<file path="src/hw/dals_defines.svh">
// Purpose: Constants for the loop lock sequencer
// Assumes: 10 MHz core clock, three loop pairs (index 0..2, index 2 is the third)
`ifndef DALS_DEFINES_SVH
`define DALS_DEFINES_SVH
`define DALS_NUM_W        40
`define DALS_PDEN_W       24
`define DALS_PHASE_W      16
`define DALS_STEP_W       32
`define DALS_LOOPS        3
`define DALS_THIRD        2
`define DALS_CLK_NS       100
`define DALS_QUAL_NS      1000000
`define DALS_QUAL_CYC     ((`DALS_QUAL_NS + `DALS_CLK_NS - 1) / `DALS_CLK_NS)
`define DALS_ALOCK_NS     20000
`define DALS_ALOCK_CYC    ((`DALS_ALOCK_NS + `DALS_CLK_NS - 1) / `DALS_CLK_NS)
`define DALS_CNT_W        20
`define DALS_FILT_SHIFT   4
`define DALS_LOCK_TOL     16'h0040
`define DALS_CENTER_NUM   40'h8000000000
`define DALS_FIXED_DEN    40'hFFFFFFFFFF
`define DALS_SRC_XO       1'h0
`define DALS_SRC_CASC     1'h1
`endif

</file>
<file path="src/hw/dals_pkg.sv">
// Purpose: Types for the loop lock sequencer
// Assumes: Constants come from the defines header
// Notes: Mode and state encodings
package dals_pkg;
	typedef enum logic [1:0] {
		DALS_MODE_INDEP   = 2'h0,
		DALS_MODE_CASC_DL = 2'h1,
		DALS_MODE_CASC_AL = 2'h3,
		DALS_MODE_AONLY   = 2'h2
	} dals_mode_t;
	// Gray along idle, hold, lock, free-run
	typedef enum logic [1:0] {
		DALS_A_IDLE = 2'h0,
		DALS_A_HOLD = 2'h1,
		DALS_A_LOCK = 2'h3,
		DALS_A_RUN  = 2'h2
	} dals_astate_t;
	// Gray along wait, qualify, first, track
	typedef enum logic [1:0] {
		DALS_D_WAIT  = 2'h0,
		DALS_D_QUAL  = 2'h1,
		DALS_D_FIRST = 2'h3,
		DALS_D_TRACK = 2'h2
	} dals_dstate_t;
endpackage

</file>
<file path="src/hw/dals_dloop.sv">
// Purpose: One digital loop: qualify, first correction, filtered tracking, stepping
// Assumes: Reference valid and phase error come from same-clock logic
// Notes: Numerator output steers the paired analog loop
`timescale 1ns/1ps
`include "dals_defines.svh"
module dals_dloop #(
	parameter int unsigned QUAL_CYC = `DALS_QUAL_CYC
) (
	input  wire logic                       core_clk,
	input  wire logic                       reset,
	input  wire logic                       enable,
	input  wire logic                       refValid,
	input  wire logic [`DALS_PHASE_W-1:0]   phaseErr,
	input  wire logic                       stepUp,
	input  wire logic                       stepDown,
	input  wire logic [`DALS_STEP_W-1:0]    freq_deviation_step,
	input  wire logic [`DALS_NUM_W-1:0]     baseNum,
	output logic      [`DALS_NUM_W-1:0]     numer_q,
	output logic                            locked_q
);
	dals_pkg::dals_dstate_t      state_q;
	logic [`DALS_CNT_W-1:0]      qualCnt_q;
	logic [`DALS_NUM_W-1:0]      errExt;
	logic [`DALS_NUM_W-1:0]      stepExt;
	logic [`DALS_NUM_W-1:0]      errFilt;
	logic                        inTol;

	// Sign-extend phase error, zero-extend step to numerator width
	assign errExt  = {{(`DALS_NUM_W-`DALS_PHASE_W){phaseErr[`DALS_PHASE_W-1]}}, phaseErr};
	assign stepExt = {{(`DALS_NUM_W-`DALS_STEP_W){1'b0}}, freq_deviation_step};
	assign errFilt = $signed(errExt) >>> `DALS_FILT_SHIFT; // Own statement keeps shift arithmetic
	assign inTol   = (phaseErr[`DALS_PHASE_W-1] ? (~phaseErr + 16'h0001) : phaseErr)
		< `DALS_LOCK_TOL;

	// Acquisition sequence
	always_ff @(posedge core_clk or posedge reset) begin
		if (reset) begin
			state_q   <= dals_pkg::DALS_D_WAIT;
			qualCnt_q <= '0;
		end else if (!enable || !refValid) begin
			state_q   <= dals_pkg::DALS_D_WAIT;
			qualCnt_q <= '0;
		end else begin
			case (state_q)
				dals_pkg::DALS_D_WAIT: state_q <= dals_pkg::DALS_D_QUAL;
				dals_pkg::DALS_D_QUAL: begin
					qualCnt_q <= qualCnt_q + 1'b1;
					if (qualCnt_q >= QUAL_CYC[`DALS_CNT_W-1:0]) begin
						state_q <= dals_pkg::DALS_D_FIRST;
					end
				end
				dals_pkg::DALS_D_FIRST: state_q <= dals_pkg::DALS_D_TRACK;
				dals_pkg::DALS_D_TRACK: state_q <= dals_pkg::DALS_D_TRACK;
				default: state_q <= dals_pkg::DALS_D_WAIT;
			endcase
		end
	end

	// Numerator: direct cancel first, then filtered, plus steps
	always_ff @(posedge core_clk or posedge reset) begin
		if (reset) begin
			numer_q <= `DALS_CENTER_NUM;
		end else if (state_q == dals_pkg::DALS_D_FIRST) begin
			numer_q <= baseNum - errExt;
		end else if (state_q == dals_pkg::DALS_D_TRACK) begin
			if (stepUp) begin
				numer_q <= numer_q + stepExt;
			end else if (stepDown) begin
				numer_q <= numer_q - stepExt;
			end else begin
				numer_q <= numer_q - errFilt;
			end
		end else begin
			numer_q <= baseNum;
		end
	end

	// Lock flag
	always_ff @(posedge core_clk or posedge reset) begin
		if (reset) begin
			locked_q <= 1'b0;
		end else begin
			locked_q <= (state_q == dals_pkg::DALS_D_TRACK) && inTol;
		end
	end

	property p_qual;
		@(posedge core_clk) disable iff (reset)
		(state_q == dals_pkg::DALS_D_FIRST) |-> $past(state_q) == dals_pkg::DALS_D_QUAL;
	endproperty
	a_qual: assert property (p_qual) else $error("acquisition without qualify");

	property p_first;
		@(posedge core_clk) disable iff (reset)
		(state_q == dals_pkg::DALS_D_FIRST && enable && refValid)
			|=> numer_q == $past(baseNum) - $past(errExt);
	endproperty
	a_first: assert property (p_first) else $error("first correction wrong");
endmodule // dals_dloop

</file>
<file path="src/hw/dals_seq.sv">
// Purpose: Start-up ordering, reference muxes, denominators and steering of three loop pairs
// Assumes: All inputs synchronous to core_clk except refValidPin, synchronised here
// Notes: Index 2 is the third (low-jitter) pair
`timescale 1ns/1ps
`include "dals_defines.svh"
module dals_seq #(
	parameter int unsigned QUAL_CYC  = `DALS_QUAL_CYC,
	parameter int unsigned ALOCK_CYC = `DALS_ALOCK_CYC
) (
	input  wire logic                                core_clk,
	input  wire logic                                reset,
	input  wire logic [1:0]                          modeSel,
	input  wire logic [2:0]                          analog_loop_enable,
	input  wire logic [2:0]                          digitalEnable,
	input  wire logic [5:0]                          analog_loop_start_order,
	input  wire logic [2:0]                          analogRefSrc,
	input  wire logic [5:0]                          analogCascSel,
	input  wire logic [5:0]                          digitalRefSel,
	input  wire logic [1:0]                          refValidPin,
	input  wire logic [47:0]                         phaseErr,
	input  wire logic [2:0]                          denominator_select,
	input  wire logic [71:0]                         progDenom,
	input  wire logic [119:0]                        baseNum,
	input  wire logic [2:0]                          stepUp,
	input  wire logic [2:0]                          stepDown,
	input  wire logic [95:0]                         freq_deviation_step,
	input  wire logic [3:0]                          thirdPostDiv,
	output logic      [119:0]                        analogNum_q,
	output logic      [119:0]                        analogDen_q,
	output logic      [5:0]                          analogRefMux_q,
	output logic      [2:0]                          analogRefCasc_q,
	output logic      [5:0]                          digitalRefMux_q,
	output logic                                     thirdPostBypass_q,
	output logic      [2:0]                          analogLocked_q,
	output logic      [2:0]                          digitalLocked_q
);
	dals_pkg::dals_mode_t          mode;
	dals_pkg::dals_astate_t        aState_q [3];
	logic [`DALS_CNT_W-1:0]        aCnt_q [3];
	logic [1:0]                    rvS1_q;
	logic [1:0]                    rvS2_q;
	logic [1:0]                    rvS3_q;
	logic [1:0]                    refValid_q;
	logic [2:0]                    dlEn;
	logic [2:0]                    dlRefOk;
	logic [2:0]                    aTurn;
	logic [2:0]                    aDone;
	logic [119:0]                  dlNum;
	logic [2:0]                    dlLock;
	logic                          thirdCasc;

	assign mode = dals_pkg::dals_mode_t'(modeSel);

	// Priority number of loop i
	function automatic logic [1:0] prio(input logic [5:0] ord, input int i);
		prio = ord[2*i +: 2];
	endfunction

	// Cascade source of loop i is the third oscillator
	function automatic logic fromThird(input logic [5:0] sel, input int i);
		fromThird = (sel[2*i +: 2] == 2'h2);
	endfunction

	// Reference valid pins: three stages, change taken when stage 2 and 3 agree
	always_ff @(posedge core_clk or posedge reset) begin
		if (reset) begin
			rvS1_q     <= 2'h0;
			rvS2_q     <= 2'h0;
			rvS3_q     <= 2'h0;
			refValid_q <= 2'h0;
		end else begin
			rvS1_q <= refValidPin;
			rvS2_q <= rvS1_q;
			rvS3_q <= rvS2_q;
			for (int b = 0; b < 2; b++) begin
				if (rvS2_q[b] == rvS3_q[b]) begin
					refValid_q[b] <= rvS3_q[b];
				end
			end
		end
	end

	// Any downstream loop cascaded from the third oscillator
	always_comb begin
		thirdCasc = 1'b0;
		for (int i = 0; i < 2; i++) begin
			if (analogRefSrc[i] == `DALS_SRC_CASC && fromThird(analogCascSel, i)) begin
				thirdCasc = 1'b1;
			end
		end
	end

	// Start permission: in analog-only mode, lower start order must be done first
	always_comb begin
		aDone = 3'h0;
		aTurn = 3'h0;
		for (int i = 0; i < 3; i++) begin
			// A loop that has finished locking, or is disabled, lets the next one start
			aDone[i] = (aState_q[i] == dals_pkg::DALS_A_RUN) ||
				!analog_loop_enable[i];
		end
		for (int i = 0; i < 3; i++) begin
			aTurn[i] = 1'b1;
			if (mode == dals_pkg::DALS_MODE_AONLY) begin
				for (int j = 0; j < 3; j++) begin
					if (j != i && prio(analog_loop_start_order, j) <
						prio(analog_loop_start_order, i) && !aDone[j]) begin
						aTurn[i] = 1'b0;
					end
				end
			end
		end
		// Third loop waits for downstream when they cascade from it
		if (thirdCasc && !(aDone[0] && aDone[1])) begin
			aTurn[`DALS_THIRD] = 1'b0;
		end
	end

	// Analog loop state machines, one per pair
	always_ff @(posedge core_clk or posedge reset) begin
		if (reset) begin
			for (int i = 0; i < 3; i++) begin
				aState_q[i] <= dals_pkg::DALS_A_IDLE;
				aCnt_q[i]   <= '0;
			end
		end else begin
			for (int i = 0; i < 3; i++) begin
				if (!analog_loop_enable[i]) begin
					aState_q[i] <= dals_pkg::DALS_A_IDLE;
					aCnt_q[i]   <= '0;
				end else begin
					case (aState_q[i])
						dals_pkg::DALS_A_IDLE: aState_q[i] <= dals_pkg::DALS_A_HOLD;
						dals_pkg::DALS_A_HOLD: begin
							aCnt_q[i] <= '0;
							if (aTurn[i]) begin
								aState_q[i] <= dals_pkg::DALS_A_LOCK;
							end
						end
						dals_pkg::DALS_A_LOCK: begin
							aCnt_q[i] <= aCnt_q[i] + 1'b1;
							if (aCnt_q[i] >= ALOCK_CYC[`DALS_CNT_W-1:0]) begin
								aState_q[i] <= dals_pkg::DALS_A_RUN;
							end
						end
						dals_pkg::DALS_A_RUN: aState_q[i] <= dals_pkg::DALS_A_RUN;
						default: aState_q[i] <= dals_pkg::DALS_A_IDLE;
					endcase
				end
			end
		end
	end

	// Digital loop enables and reference validity
	always_comb begin
		for (int i = 0; i < 3; i++) begin
			dlEn[i] = digitalEnable[i] && (mode != dals_pkg::DALS_MODE_AONLY) &&
				(aState_q[i] == dals_pkg::DALS_A_RUN);
			if (digitalRefSel[2*i +: 2] == 2'h3) begin
				dlRefOk[i] = aState_q[`DALS_THIRD] == dals_pkg::DALS_A_RUN;
			end else if (digitalRefSel[2*i +: 2] == 2'h2) begin
				dlRefOk[i] = aState_q[i == 0 ? 1 : 0] == dals_pkg::DALS_A_RUN;
			end else begin
				dlRefOk[i] = refValid_q[digitalRefSel[2*i]];
			end
		end
	end

	// Three digital loops
	for (genvar g = 0; g < 3; g++) begin : gLoop
		dals_dloop #(.QUAL_CYC(QUAL_CYC)) uLoop (
			.core_clk            (core_clk),
			.reset               (reset),
			.enable              (dlEn[g]),
			.refValid            (dlRefOk[g]),
			.phaseErr            (phaseErr[16*g +: 16]),
			.stepUp              (stepUp[g]),
			.stepDown            (stepDown[g]),
			.freq_deviation_step (freq_deviation_step[32*g +: 32]),
			.baseNum             (baseNum[40*g +: 40]),
			.numer_q             (dlNum[40*g +: 40]),
			.locked_q            (dlLock[g])
		);
	end

	// Analog numerator and denominator per pair
	always_ff @(posedge core_clk or posedge reset) begin
		if (reset) begin
			analogNum_q <= '0;
			analogDen_q <= '0;
		end else begin
			for (int i = 0; i < 3; i++) begin
				if (dlEn[i]) begin
					analogNum_q[40*i +: 40] <= dlNum[40*i +: 40];
				end else if (stepUp[i]) begin
					analogNum_q[40*i +: 40] <= analogNum_q[40*i +: 40] +
						{8'h00, freq_deviation_step[32*i +: 32]};
				end else if (stepDown[i]) begin
					analogNum_q[40*i +: 40] <= analogNum_q[40*i +: 40] -
						{8'h00, freq_deviation_step[32*i +: 32]};
				end else if (aState_q[i] == dals_pkg::DALS_A_HOLD) begin
					analogNum_q[40*i +: 40] <= `DALS_CENTER_NUM;
				end else if (aState_q[i] == dals_pkg::DALS_A_IDLE) begin
					analogNum_q[40*i +: 40] <= baseNum[40*i +: 40];
				end
				if (denominator_select[i]) begin
					analogDen_q[40*i +: 40] <= `DALS_FIXED_DEN;
				end else begin
					analogDen_q[40*i +: 40] <= {16'h0000, progDenom[24*i +: 24]};
				end
			end
		end
	end

	// Reference muxes and post-divider bypass
	always_ff @(posedge core_clk or posedge reset) begin
		if (reset) begin
			analogRefMux_q    <= 6'h00;
			analogRefCasc_q   <= 3'h0;
			digitalRefMux_q   <= 6'h00;
			thirdPostBypass_q <= 1'b0;
		end else begin
			analogRefCasc_q   <= analogRefSrc;
			analogRefMux_q    <= analogCascSel;
			digitalRefMux_q   <= digitalRefSel;
			thirdPostBypass_q <= thirdPostDiv == 4'h1;
		end
	end

	// Lock indications
	always_ff @(posedge core_clk or posedge reset) begin
		if (reset) begin
			analogLocked_q  <= 3'h0;
			digitalLocked_q <= 3'h0;
		end else begin
			for (int i = 0; i < 3; i++) begin
				analogLocked_q[i] <= aState_q[i] == dals_pkg::DALS_A_RUN;
			end
			digitalLocked_q <= dlLock & dlEn;
		end
	end

	property p_bypass;
		@(posedge core_clk) disable iff (reset)
		##1 thirdPostBypass_q == ($past(thirdPostDiv) == 4'h1);
	endproperty
	a_bypass: assert property (p_bypass) else $error("bypass wrong");

	property p_den;
		@(posedge core_clk) disable iff (reset)
		!denominator_select[0] |=> analogDen_q[39:0] == {16'h0000, $past(progDenom[23:0])};
	endproperty
	a_den: assert property (p_den) else $error("denominator select wrong");

	property p_order;
		@(posedge core_clk) disable iff (reset)
		($past(mode) == dals_pkg::DALS_MODE_AONLY &&
			$past(analog_loop_enable[1]) &&
			$past(aState_q[0]) == dals_pkg::DALS_A_HOLD &&
			aState_q[0] == dals_pkg::DALS_A_LOCK &&
			$past(analog_loop_start_order[3:2]) < $past(analog_loop_start_order[1:0]))
			|-> $past(aState_q[1]) == dals_pkg::DALS_A_RUN;
	endproperty
	a_order: assert property (p_order) else $error("start order broken");

	property p_third;
		@(posedge core_clk) disable iff (reset)
		(thirdCasc && aState_q[2] == dals_pkg::DALS_A_HOLD && !(aDone[0] && aDone[1]))
			|=> aState_q[2] != dals_pkg::DALS_A_LOCK;
	endproperty
	a_third: assert property (p_third) else $error("third locked too early");

	property p_aonly;
		@(posedge core_clk) disable iff (reset)
		mode == dals_pkg::DALS_MODE_AONLY |=> digitalLocked_q == 3'h0;
	endproperty
	a_aonly: assert property (p_aonly) else $error("digital active in analog-only");

	property p_alock;
		@(posedge core_clk) disable iff (reset)
		analogLocked_q[0] |-> $past(aState_q[0]) == dals_pkg::DALS_A_RUN;
	endproperty
	a_alock: assert property (p_alock) else $error("lock flag wrong");

	// Steering, muxes and held numerators
	property p_hold;
		@(posedge core_clk) disable iff (reset)
		(thirdCasc && aState_q[2] == dals_pkg::DALS_A_HOLD && !dlEn[2] && !stepUp[2] &&
			!stepDown[2]) |=> analogNum_q[119:80] == `DALS_CENTER_NUM;
	endproperty
	a_hold: assert property (p_hold) else $error("third not held at centre");

	property p_denfix;
		@(posedge core_clk) disable iff (reset)
		denominator_select[2] |=> analogDen_q[119:80] == `DALS_FIXED_DEN;
	endproperty
	a_denfix: assert property (p_denfix) else $error("fixed denominator wrong");

	property p_follow;
		@(posedge core_clk) disable iff (reset)
		dlEn[0] |=> analogNum_q[39:0] == $past(dlNum[39:0]);
	endproperty
	a_follow: assert property (p_follow) else $error("numerator not steered");

	property p_casc;
		@(posedge core_clk) disable iff (reset)
		##1 analogRefCasc_q == $past(analogRefSrc);
	endproperty
	a_casc: assert property (p_casc) else $error("analog source wrong");

	property p_mux;
		@(posedge core_clk) disable iff (reset)
		##1 analogRefMux_q == $past(analogCascSel);
	endproperty
	a_mux: assert property (p_mux) else $error("analog cascade select wrong");

	property p_dref;
		@(posedge core_clk) disable iff (reset)
		##1 digitalRefMux_q == $past(digitalRefSel);
	endproperty
	a_dref: assert property (p_dref) else $error("digital reference select wrong");

	property p_indep;
		@(posedge core_clk) disable iff (reset)
		($past(mode) == dals_pkg::DALS_MODE_INDEP && $past(analog_loop_enable[1]) &&
			$past(aState_q[1]) == dals_pkg::DALS_A_RUN)
			|-> aState_q[1] == dals_pkg::DALS_A_RUN;
	endproperty
	a_indep: assert property (p_indep) else $error("free-running loop disturbed");

	property p_dlock;
		@(posedge core_clk) disable iff (reset)
		digitalLocked_q[0] |-> $past(dlEn[0]) && $past(dlLock[0]);
	endproperty
	a_dlock: assert property (p_dlock) else $error("digital lock flag wrong");

	property p_step;
		@(posedge core_clk) disable iff (reset)
		(!dlEn[1] && stepUp[1]) |=> analogNum_q[79:40] ==
			$past(analogNum_q[79:40]) + {8'h00, $past(freq_deviation_step[63:32])};
	endproperty
	a_step: assert property (p_step) else $error("step not applied");

	property p_sync;
		@(posedge core_clk) disable iff (reset)
		refValid_q[0] != $past(refValid_q[0]) |-> $past(rvS2_q[0]) == $past(rvS3_q[0]);
	endproperty
	a_sync: assert property (p_sync) else $error("reference valid taken early");
endmodule // dals_seq

</file>
<file path="config.mk">
export PLATFORM = sky130hd
export DESIGN_NAME = dals_seq
export DESIGN_NICKNAME = d
export VERILOG_FILES = /design/src/hw/dals_pkg.sv /design/src/hw/dals_dloop.sv /design/src/hw/dals_seq.sv
export VERILOG_INCLUDE_DIRS = /design/src /design/src/hw
export SDC_FILE = /design/constraint.sdc
export NUM_CORES = 2
export LEC_CHECK = 0
export ABC_AREA = 1
export BUFFER_PORTS_ARGS = -buffer_cell sky130_fd_sc_hd__buf_4
export CAP_MARGIN = 20
export CELL_PAD_IN_SITES_DETAIL_PLACEMENT = 0
export CELL_PAD_IN_SITES_GLOBAL_PLACEMENT = 2
export CORE_MARGIN = 2
export CORE_UTILIZATION = 32
export DETAILED_ROUTE_END_ITERATION = 8
export PLACE_DENSITY_LB_ADDON = 0.1
export SLEW_MARGIN = 20
export SYNTH_ARGS = -nofsm -noshare
export SYNTH_HDL_FRONTEND = slang
export SYNTH_SLANG_ARGS = --single-unit
</file>
<file path="constraint.sdc">
create_clock -name core_clk -period 17.7 [get_ports core_clk]
set_input_delay 1.77 -clock core_clk [delete_from_list [all_inputs] [get_ports core_clk]]
set_output_delay 1.77 -clock core_clk [all_outputs]
set_load 0.05 [all_outputs]
</file>
Yosys cells after proc, flatten, opt, wreduce, memory -nomap -nowiden
Index checks and enable logic that the tools add are counted.
{"block": "op_classes", "add_sub_neg": 27, "magnitude_cmp": 18, "n_eq_ne": 43, "mux": 90, "bitwise": 4, "n_reduce_logical": 56}
{"operator": "$mux 40", "n": 30}
{"operator": "$add 40x32->40", "n": 6}
{"operator": "$sub 40x32->40", "n": 6}
{"operator": "$sub 40x40->40", "n": 6}
{"operator": "$mux 20", "n": 9}
{"operator": "$add 20x1->20 const B", "n": 6}
{"operator": "$pmux 20 s2", "n": 3}
{"operator": "$ge 20x14->1 const B", "n": 3}
{"operator": "$ge 20x8->1 const B", "n": 3}
{"operator": "$add 16x1->16 const B", "n": 3}
{"operator": "$lt 16x7->1 const B", "n": 3}
{"operator": "$mux 16", "n": 3}
{"operator": "$not 16->16", "n": 3}
{"operator": "$eq 2x2->1 const B", "n": 21}
{"operator": "$mux 2", "n": 15}
{"operator": "$mux 1", "n": 24}
{"operator": "$pmux 2 s4", "n": 3}
{"operator": "$logic_and 1x1->1", "n": 19}
{"operator": "$ne 3x1->1 const B", "n": 6}
{"operator": "$ne 3x3->1 const B", "n": 6}
{"operator": "$pmux 2 s3", "n": 3}
{"operator": "$reduce_bool 5->1", "n": 3}
{"operator": "$logic_not 1->1", "n": 13}
{"operator": "$eq 2x1->1 const B", "n": 6}
{"operator": "11 further kinds", "n": 35}
{"block": "totals", "reg_bits": 525, "output_inout_bits": 262, "word_cells": 271}

Logic depth before layout (Yosys ltp)
{"block": "logic_depth", "ltp_word": 11, "depth_mapped": 30, "mapped_depth_nobuf": 30}

Modules after synthesis
Synthesis repeated with hierarchy kept, for this count alone.
{"block": "unflattened", "cells_unflattened": 10711, "hier_area_um2": 61417.7}
{"mod": "dals_seq", "instances": 1, "cells_each": 5419, "area_each_um2": 31689.1, "seq_area_each_um2": 7282.0}
{"mod": "dals_dloop (gLoop[1].uLoop ...)", "instances": 2, "cells_each": 1755, "area_each_um2": 9835.7, "seq_area_each_um2": 1577.8}
{"mod": "dals_dloop (gLoop[0].uLoop)", "instances": 1, "cells_each": 1782, "area_each_um2": 10057.1, "seq_area_each_um2": 1577.8}

Least setup slack after synthesis
No wires, ideal clock.
{"block": "synth_timing", "path_kind": "input-to-reg", "start": "in phaseErr[47]", "end": "reg gLoop[2].uLoop.numer_q[36]", "arrival_ns": 5.173, "required_ns": 17.572, "setup_slack_ns": 12.399, "cell_stages": 22, "path_buffers": 1, "cell_sequence": "inv_1 -> nor2_2 -> buf_2 -> a21oi_1 -> inv_1 -> nor2_1 -> nand2_1 -> nor2_1 -> nand4_1 -> nor2_1 -> xor2_1 -> a21oi_1 -> ha_1 -> nand2_1 -> a21oi_1 -> or2_2 -> a21oi_1 -> nor2_1 -> nor4_1 -> nand3_1 -> nand3_1 -> nand3_1"}
{"block": "synth_between", "elab_chain_cells": 5, "word_cells_on_any_way": 6}
{"item": "start: declaration", "line": "dals_seq.sv:20", "text": "input wire logic [47:0] phaseErr,"}
{"item": "$sub 40x40->40", "line": "dals_dloop.sv:71", "text": "numer_q <= numer_q - errFilt;"}
{"item": "$mux 40", "line": "dals_dloop.sv:68", "text": "end else if (stepDown) begin"}
{"item": "$mux 40", "line": "dals_dloop.sv:66", "text": "if (stepUp) begin"}
{"item": "$mux 40", "line": "dals_dloop.sv:65", "text": "end else if (state_q == dals_pkg::DALS_D_TRACK) begin"}
{"item": "$mux 40 *", "line": "dals_dloop.sv:63", "text": "end else if (state_q == dals_pkg::DALS_D_FIRST) begin"}
{"item": "end signal: assignment", "line": "dals_dloop.sv:64", "text": "numer_q <= baseNum - errExt;"}
{"item": "end signal: assignment", "line": "dals_dloop.sv:67", "text": "numer_q <= numer_q + stepExt;"}
{"item": "end signal: assignment", "line": "dals_dloop.sv:69", "text": "numer_q <= numer_q - stepExt;"}
{"item": "end: declaration", "line": "dals_dloop.sv:18", "text": "output logic [`DALS_NUM_W-1:0] numer_q,"}
Mark *: on every way between the ends. The rest lies on a longest branch, timed or not.
A chain may end at the register's enable or synchronous reset.

Worst setup path after layout
{"block": "layout_timing", "start": "in stepDown[0]", "end": "reg gLoop[0].uLoop.numer_q[36]"}
{"block": "layout_between", "elab_chain_cells": 4}
{"item": "start: declaration", "line": "dals_seq.sv:25", "text": "input wire logic [2:0] stepDown,"}
{"item": "$mux 40", "line": "dals_dloop.sv:68"}
{"item": "$mux 40", "line": "dals_dloop.sv:66"}
{"item": "$mux 40", "line": "dals_dloop.sv:65"}
{"item": "$mux 40", "line": "dals_dloop.sv:63"}
{"item": "end signal: assignment", "line": "dals_dloop.sv:64"}
{"item": "end signal: assignment", "line": "dals_dloop.sv:67"}
{"item": "end signal: assignment", "line": "dals_dloop.sv:69"}
{"item": "end: declaration", "line": "dals_dloop.sv:18"}
Every way passes these cells.

==> run_results.csv <==
group,metric,value,unit
die,row_count,160,
detailed_routing,dr.pass1.iters,6,
detailed_routing,vias,72998,
yosys,synth_fp_nets,11425,
global_routing,grtUsageMet3,0.0360,
sta,drv_slew,0,
die,initial_core_util,0.322,
worst_setup_path,crit_buf_inv,5,
worst_setup_path,cpPeakStageDelay,0.62,ns
clock_network,worstSkewPairLatency,0.74,ns
yosys,synth-xor-area-share,0.0193,
sta,rsz0062_at_grt,"no",
worst_setup_path,path_class,"in -> reg",
flow_run,cap_violations,0,
sta,fin_skew,0.0533,ns
detailed_routing,wirelength,336000,um
yosys,synth_cell_types,70,
layout,fin_nets,11896,
global_routing,use_met1,0.426,
sta,fin_tns_setup,0,ns
yosys,synthFlopType,"dfrtp_1",
layout,drive_gt1_frac,0.0888,
global_routing,grt-busiest-layer,"met2",
clock_network,cts_buffer_depth,3,
sta,worst_pin_slew,1.14,ns
yosys,synth-seq-cells,480,
status,status,"finished clean",
worst_setup_path,end_kind,"flip-flop",
worst_setup_path,arrival,6.74,ns
global_routing,grt_max_degree,115,
clock_network,htree_levels,3,
clock_network,cts_tree,"built",
detailed_routing,drt_iter0_markers,6317,
global_routing,grt_pass1_vias,70417,
clock_network,cts.repair.resized,0,
die,fp.dieH,441,um
clock_network,postCtsSetupRepairBufs,0,
sta,setup_viol,0,
layout,utilization,0.373,
yosys,yosys.area_share.simple,0.375,
yosys,synth_area,61200,um^2
clock_network,root_buffer,"clkbuf_16",
power_and_ir_drop,ir_drop,92.8,uV
yosys,yosys_warnings,0,
yosys,synth_compound_area_frac,0.193,
die,fp.dieArea,195000,um^2
yosys,synth_edf_count,0,
detailed_routing,drc,0,
yosys,syn_inst,10575,
global_routing,antenna_found_initial,17,
worst_setup_path,path_max_fanout,52,
worst_setup_path,slowest_stage,"buf_4",
layout,area_growth,15.7,%
detailed_routing,detail-route-antenna-nets,0,
global_routing,met2_usage,0.546,
detailed_routing,avgViaCountPerCell,5.36,
global_routing,grt-ovfl-total,0,
global_routing,grt_pass1_wl,476000,um
die,io_pins,644,
place,dp_hpwl,282000,um
place,gp_congestion,0.990,
yosys,synthMuxAreaShare,0,
sta,post-route-min-period,6.14,ns
worst_setup_path,critPathRequiredTime,18.30,ns
power_and_ir_drop,pwr_density_cell,122,nW/um^2
yosys,yosysSeqAreaShare,0.196,
worst_setup_path,path_delay_family,"simple AND/OR/NAND/NOR gates",
power_and_ir_drop,cellLeakagePower,35.0,nW
sta,clock.fmax,0.163,GHz
worst_setup_path,start_kind,"input port",
global_routing,grt_usage,0.333,
die,core,190000,um^2
yosys,synthAdderAreaFrac,0.0975,
sta,period_share,0.347,
die,fp.dieW,441,um
min_path,hp-class,"reg -> reg",
detailed_routing,wire_per_inst,24.7,um
clock_network,cts_num_sinks,480,
clock_network,numCtsBuffers,72,
yosys,synth_top_family_by_area,"simple AND/OR/NAND/NOR gates",
clock_network,hold_buffers,0,
sta,hold_ws,0.352,ns
sta,timing_hold_violations_final,0,
sta,max_slew_margin,0.234,
place,io_buffer_count,643,
yosys,async_flop_share,1.00,
yosys,avgSynthCellArea,5.78,um^2
clock_network,path_clk_slew,0.06,ns
[per-layer routing]
| metal | routed length, um | part of all wire |
|---|---|---|
| met5 | 69 | 0.00021 |
| met4 | 20400 | 0.061 |
| met3 | 18800 | 0.056 |
| met2 | 154000 | 0.46 |
| met1 | 143000 | 0.43 |
[cells by family (layout without fill, tap and decap cells)]
kind of cell    after synthesis  count (layout)
other cells                   0               6
flops                       480             480
buf+inv                    1871            2400
fa+ha+maj                   470             470
xor+xnor                    135             135
compound gates             2135            2135
simple gates               5484            5484
[layout by cell type (no fill, tap or decap), drive strengths merged, types with 11 or more instances in the layout]
cell type	Yosys	routed
o211ai	58	58
buf	100	690
o22ai	51	51
nor3	183	183
and3	18	18
o221ai	17	17
a21oi	838	838
clkinv	7	22
o31ai	11	11
clkbuf	193	104
o21ai	835	835
nand3b	24	24
o21a	32	32
a31oi	79	79
ha	456	456
xor2	109	109
nor4	45	45
inv	1571	1572
nand4	138	138
nand3	844	844
nand2	2883	2883
xnor2	26	26
or2	118	118
a21o	33	33
dfrtp	477	477
nor2	1223	1223
a21boi	24	24
o21bai	104	104
fa	12	12
[worst register-to-register path, stage by stage (launching register included)]
cell     delay (ns)
dfrtp_1        0.45
ha_1           0.45
inv_1          0.19
fa_1           0.40
inv_1          0.18
nand3_1        0.10
nand3_1        0.35
nand2_1        0.10
nand2_1        0.29
nand2_1        0.09
nand2_1        0.29
nand2_1        0.09
nand2_1        0.32
nand2_1        0.19
nand2_1        0.10
nand2_1        0.05
nand3_1        0.17
nand3_1        0.14
nand2_1        0.09
nand2_1        0.05
[cells in the mapped netlist, types with 7 or more instances]
library cell,n,share of area
nand2_1,2877,0.18
inv_1,1559,0.096
nor2_1,1205,0.074
nand3_1,842,0.069
a21oi_1,835,0.068
o21ai_0,812,0.066
dfrtp_1,477,0.20
ha_1,456,0.093
clkbuf_1,193,0.012
nor3_1,178,0.015
nand4_1,137,0.014
or2_2,117,0.012
xor2_1,109,0.016
o21bai_1,104,0.013
a31oi_1,79,0.0081
o211ai_1,58,0.0071
o22ai_1,51,0.0052
buf_4,48,0.0059
nor4_1,44,0.0045
a21o_1,33,0.0041
o21a_1,32,0.0039
buf_1,29,0.0018
xnor2_1,26,0.0037
nand3b_1,24,0.0029
a21boi_0,23,0.0028
o21ai_1,22,0.0018
and3_1,18,0.0018
o221ai_1,17,0.0024
buf_2,14,0.0011
fa_1,12,0.0039
inv_2,12,0.00074
nor2_2,12,0.0012
o31ai_1,11,0.0014
a211oi_1,10,0.0012
buf_6,9,0.0017
clkinv_1,7,0.00043
[flip-flops by register name, summed over array words and instances (netlist names), 3 cells and up]
register / count
analogNum_q: 120
gLoop.uLoop.numer_q: 120
analogDen_q: 75
aCnt_q: 60
gLoop.uLoop.qualCnt_q: 60
aState_q: 6
analogRefMux_q: 6
digitalRefMux_q: 6
gLoop.uLoop.state_q: 6
analogLocked_q: 3
analogRefCasc_q: 3
digitalLocked_q: 3
gLoop.uLoop.locked_q: 3
[final cells by class]
class	instances	area [um^2]
multi-input combinational	8224	41900
antenna	6	15.0
inverter	1578	5930
clock inverter	28	538
sequential	480	12000
clock buffer	104	2040
timing repair buffer	690	5200
tap	2511	3140
fill	21478	119000
[power by group]
group          switching (mW)  internal [mW]  total (mW)
logic                    3.90           1.48        5.38
registers               0.354           1.26        1.62
clock network           0.669          0.962        1.63
[final timing paths]
kind                            depth (start not counted)                  startpoint                                    to  slack [ns]
worst max-delay path                                   26                 stepDown[0]  gLoop[0].uLoop.numer_q[36]$_DFF_PP0_       11.56
worst min-delay path                                    0         rvS1_q[0]$_DFF_PP0_                   rvS2_q[0]$_DFF_PP0_        0.35
worst max register to register                         19  analogNum_q[0]$_DFFE_PP0P_           analogNum_q[30]$_DFFE_PP0P_       13.52
worst min register to register                          0         rvS1_q[0]$_DFF_PP0_                   rvS2_q[0]$_DFF_PP0_        0.35
max in group asynchronous                               4                       reset           analogNum_q[99]$_DFFE_PP0P_       14.20
min in group asynchronous                               2                       reset             analogDen_q[50]$_DFF_PP0_        1.23
[stage by stage]
stage	power [mW]	instance area, um^2	cells	setup slack (ns)
final	8.63	70800	13621	11.56
after global routing	9.18	70800	13620	11.17
after CTS	8.58	70800	13614	11.70
after detailed placement	6.90	68200	13482	10.93
after global placement	6.91	68200	13482	10.92
after floorplan	4.90	61200	10575	2.54
(Power assumes the default switching activity.)
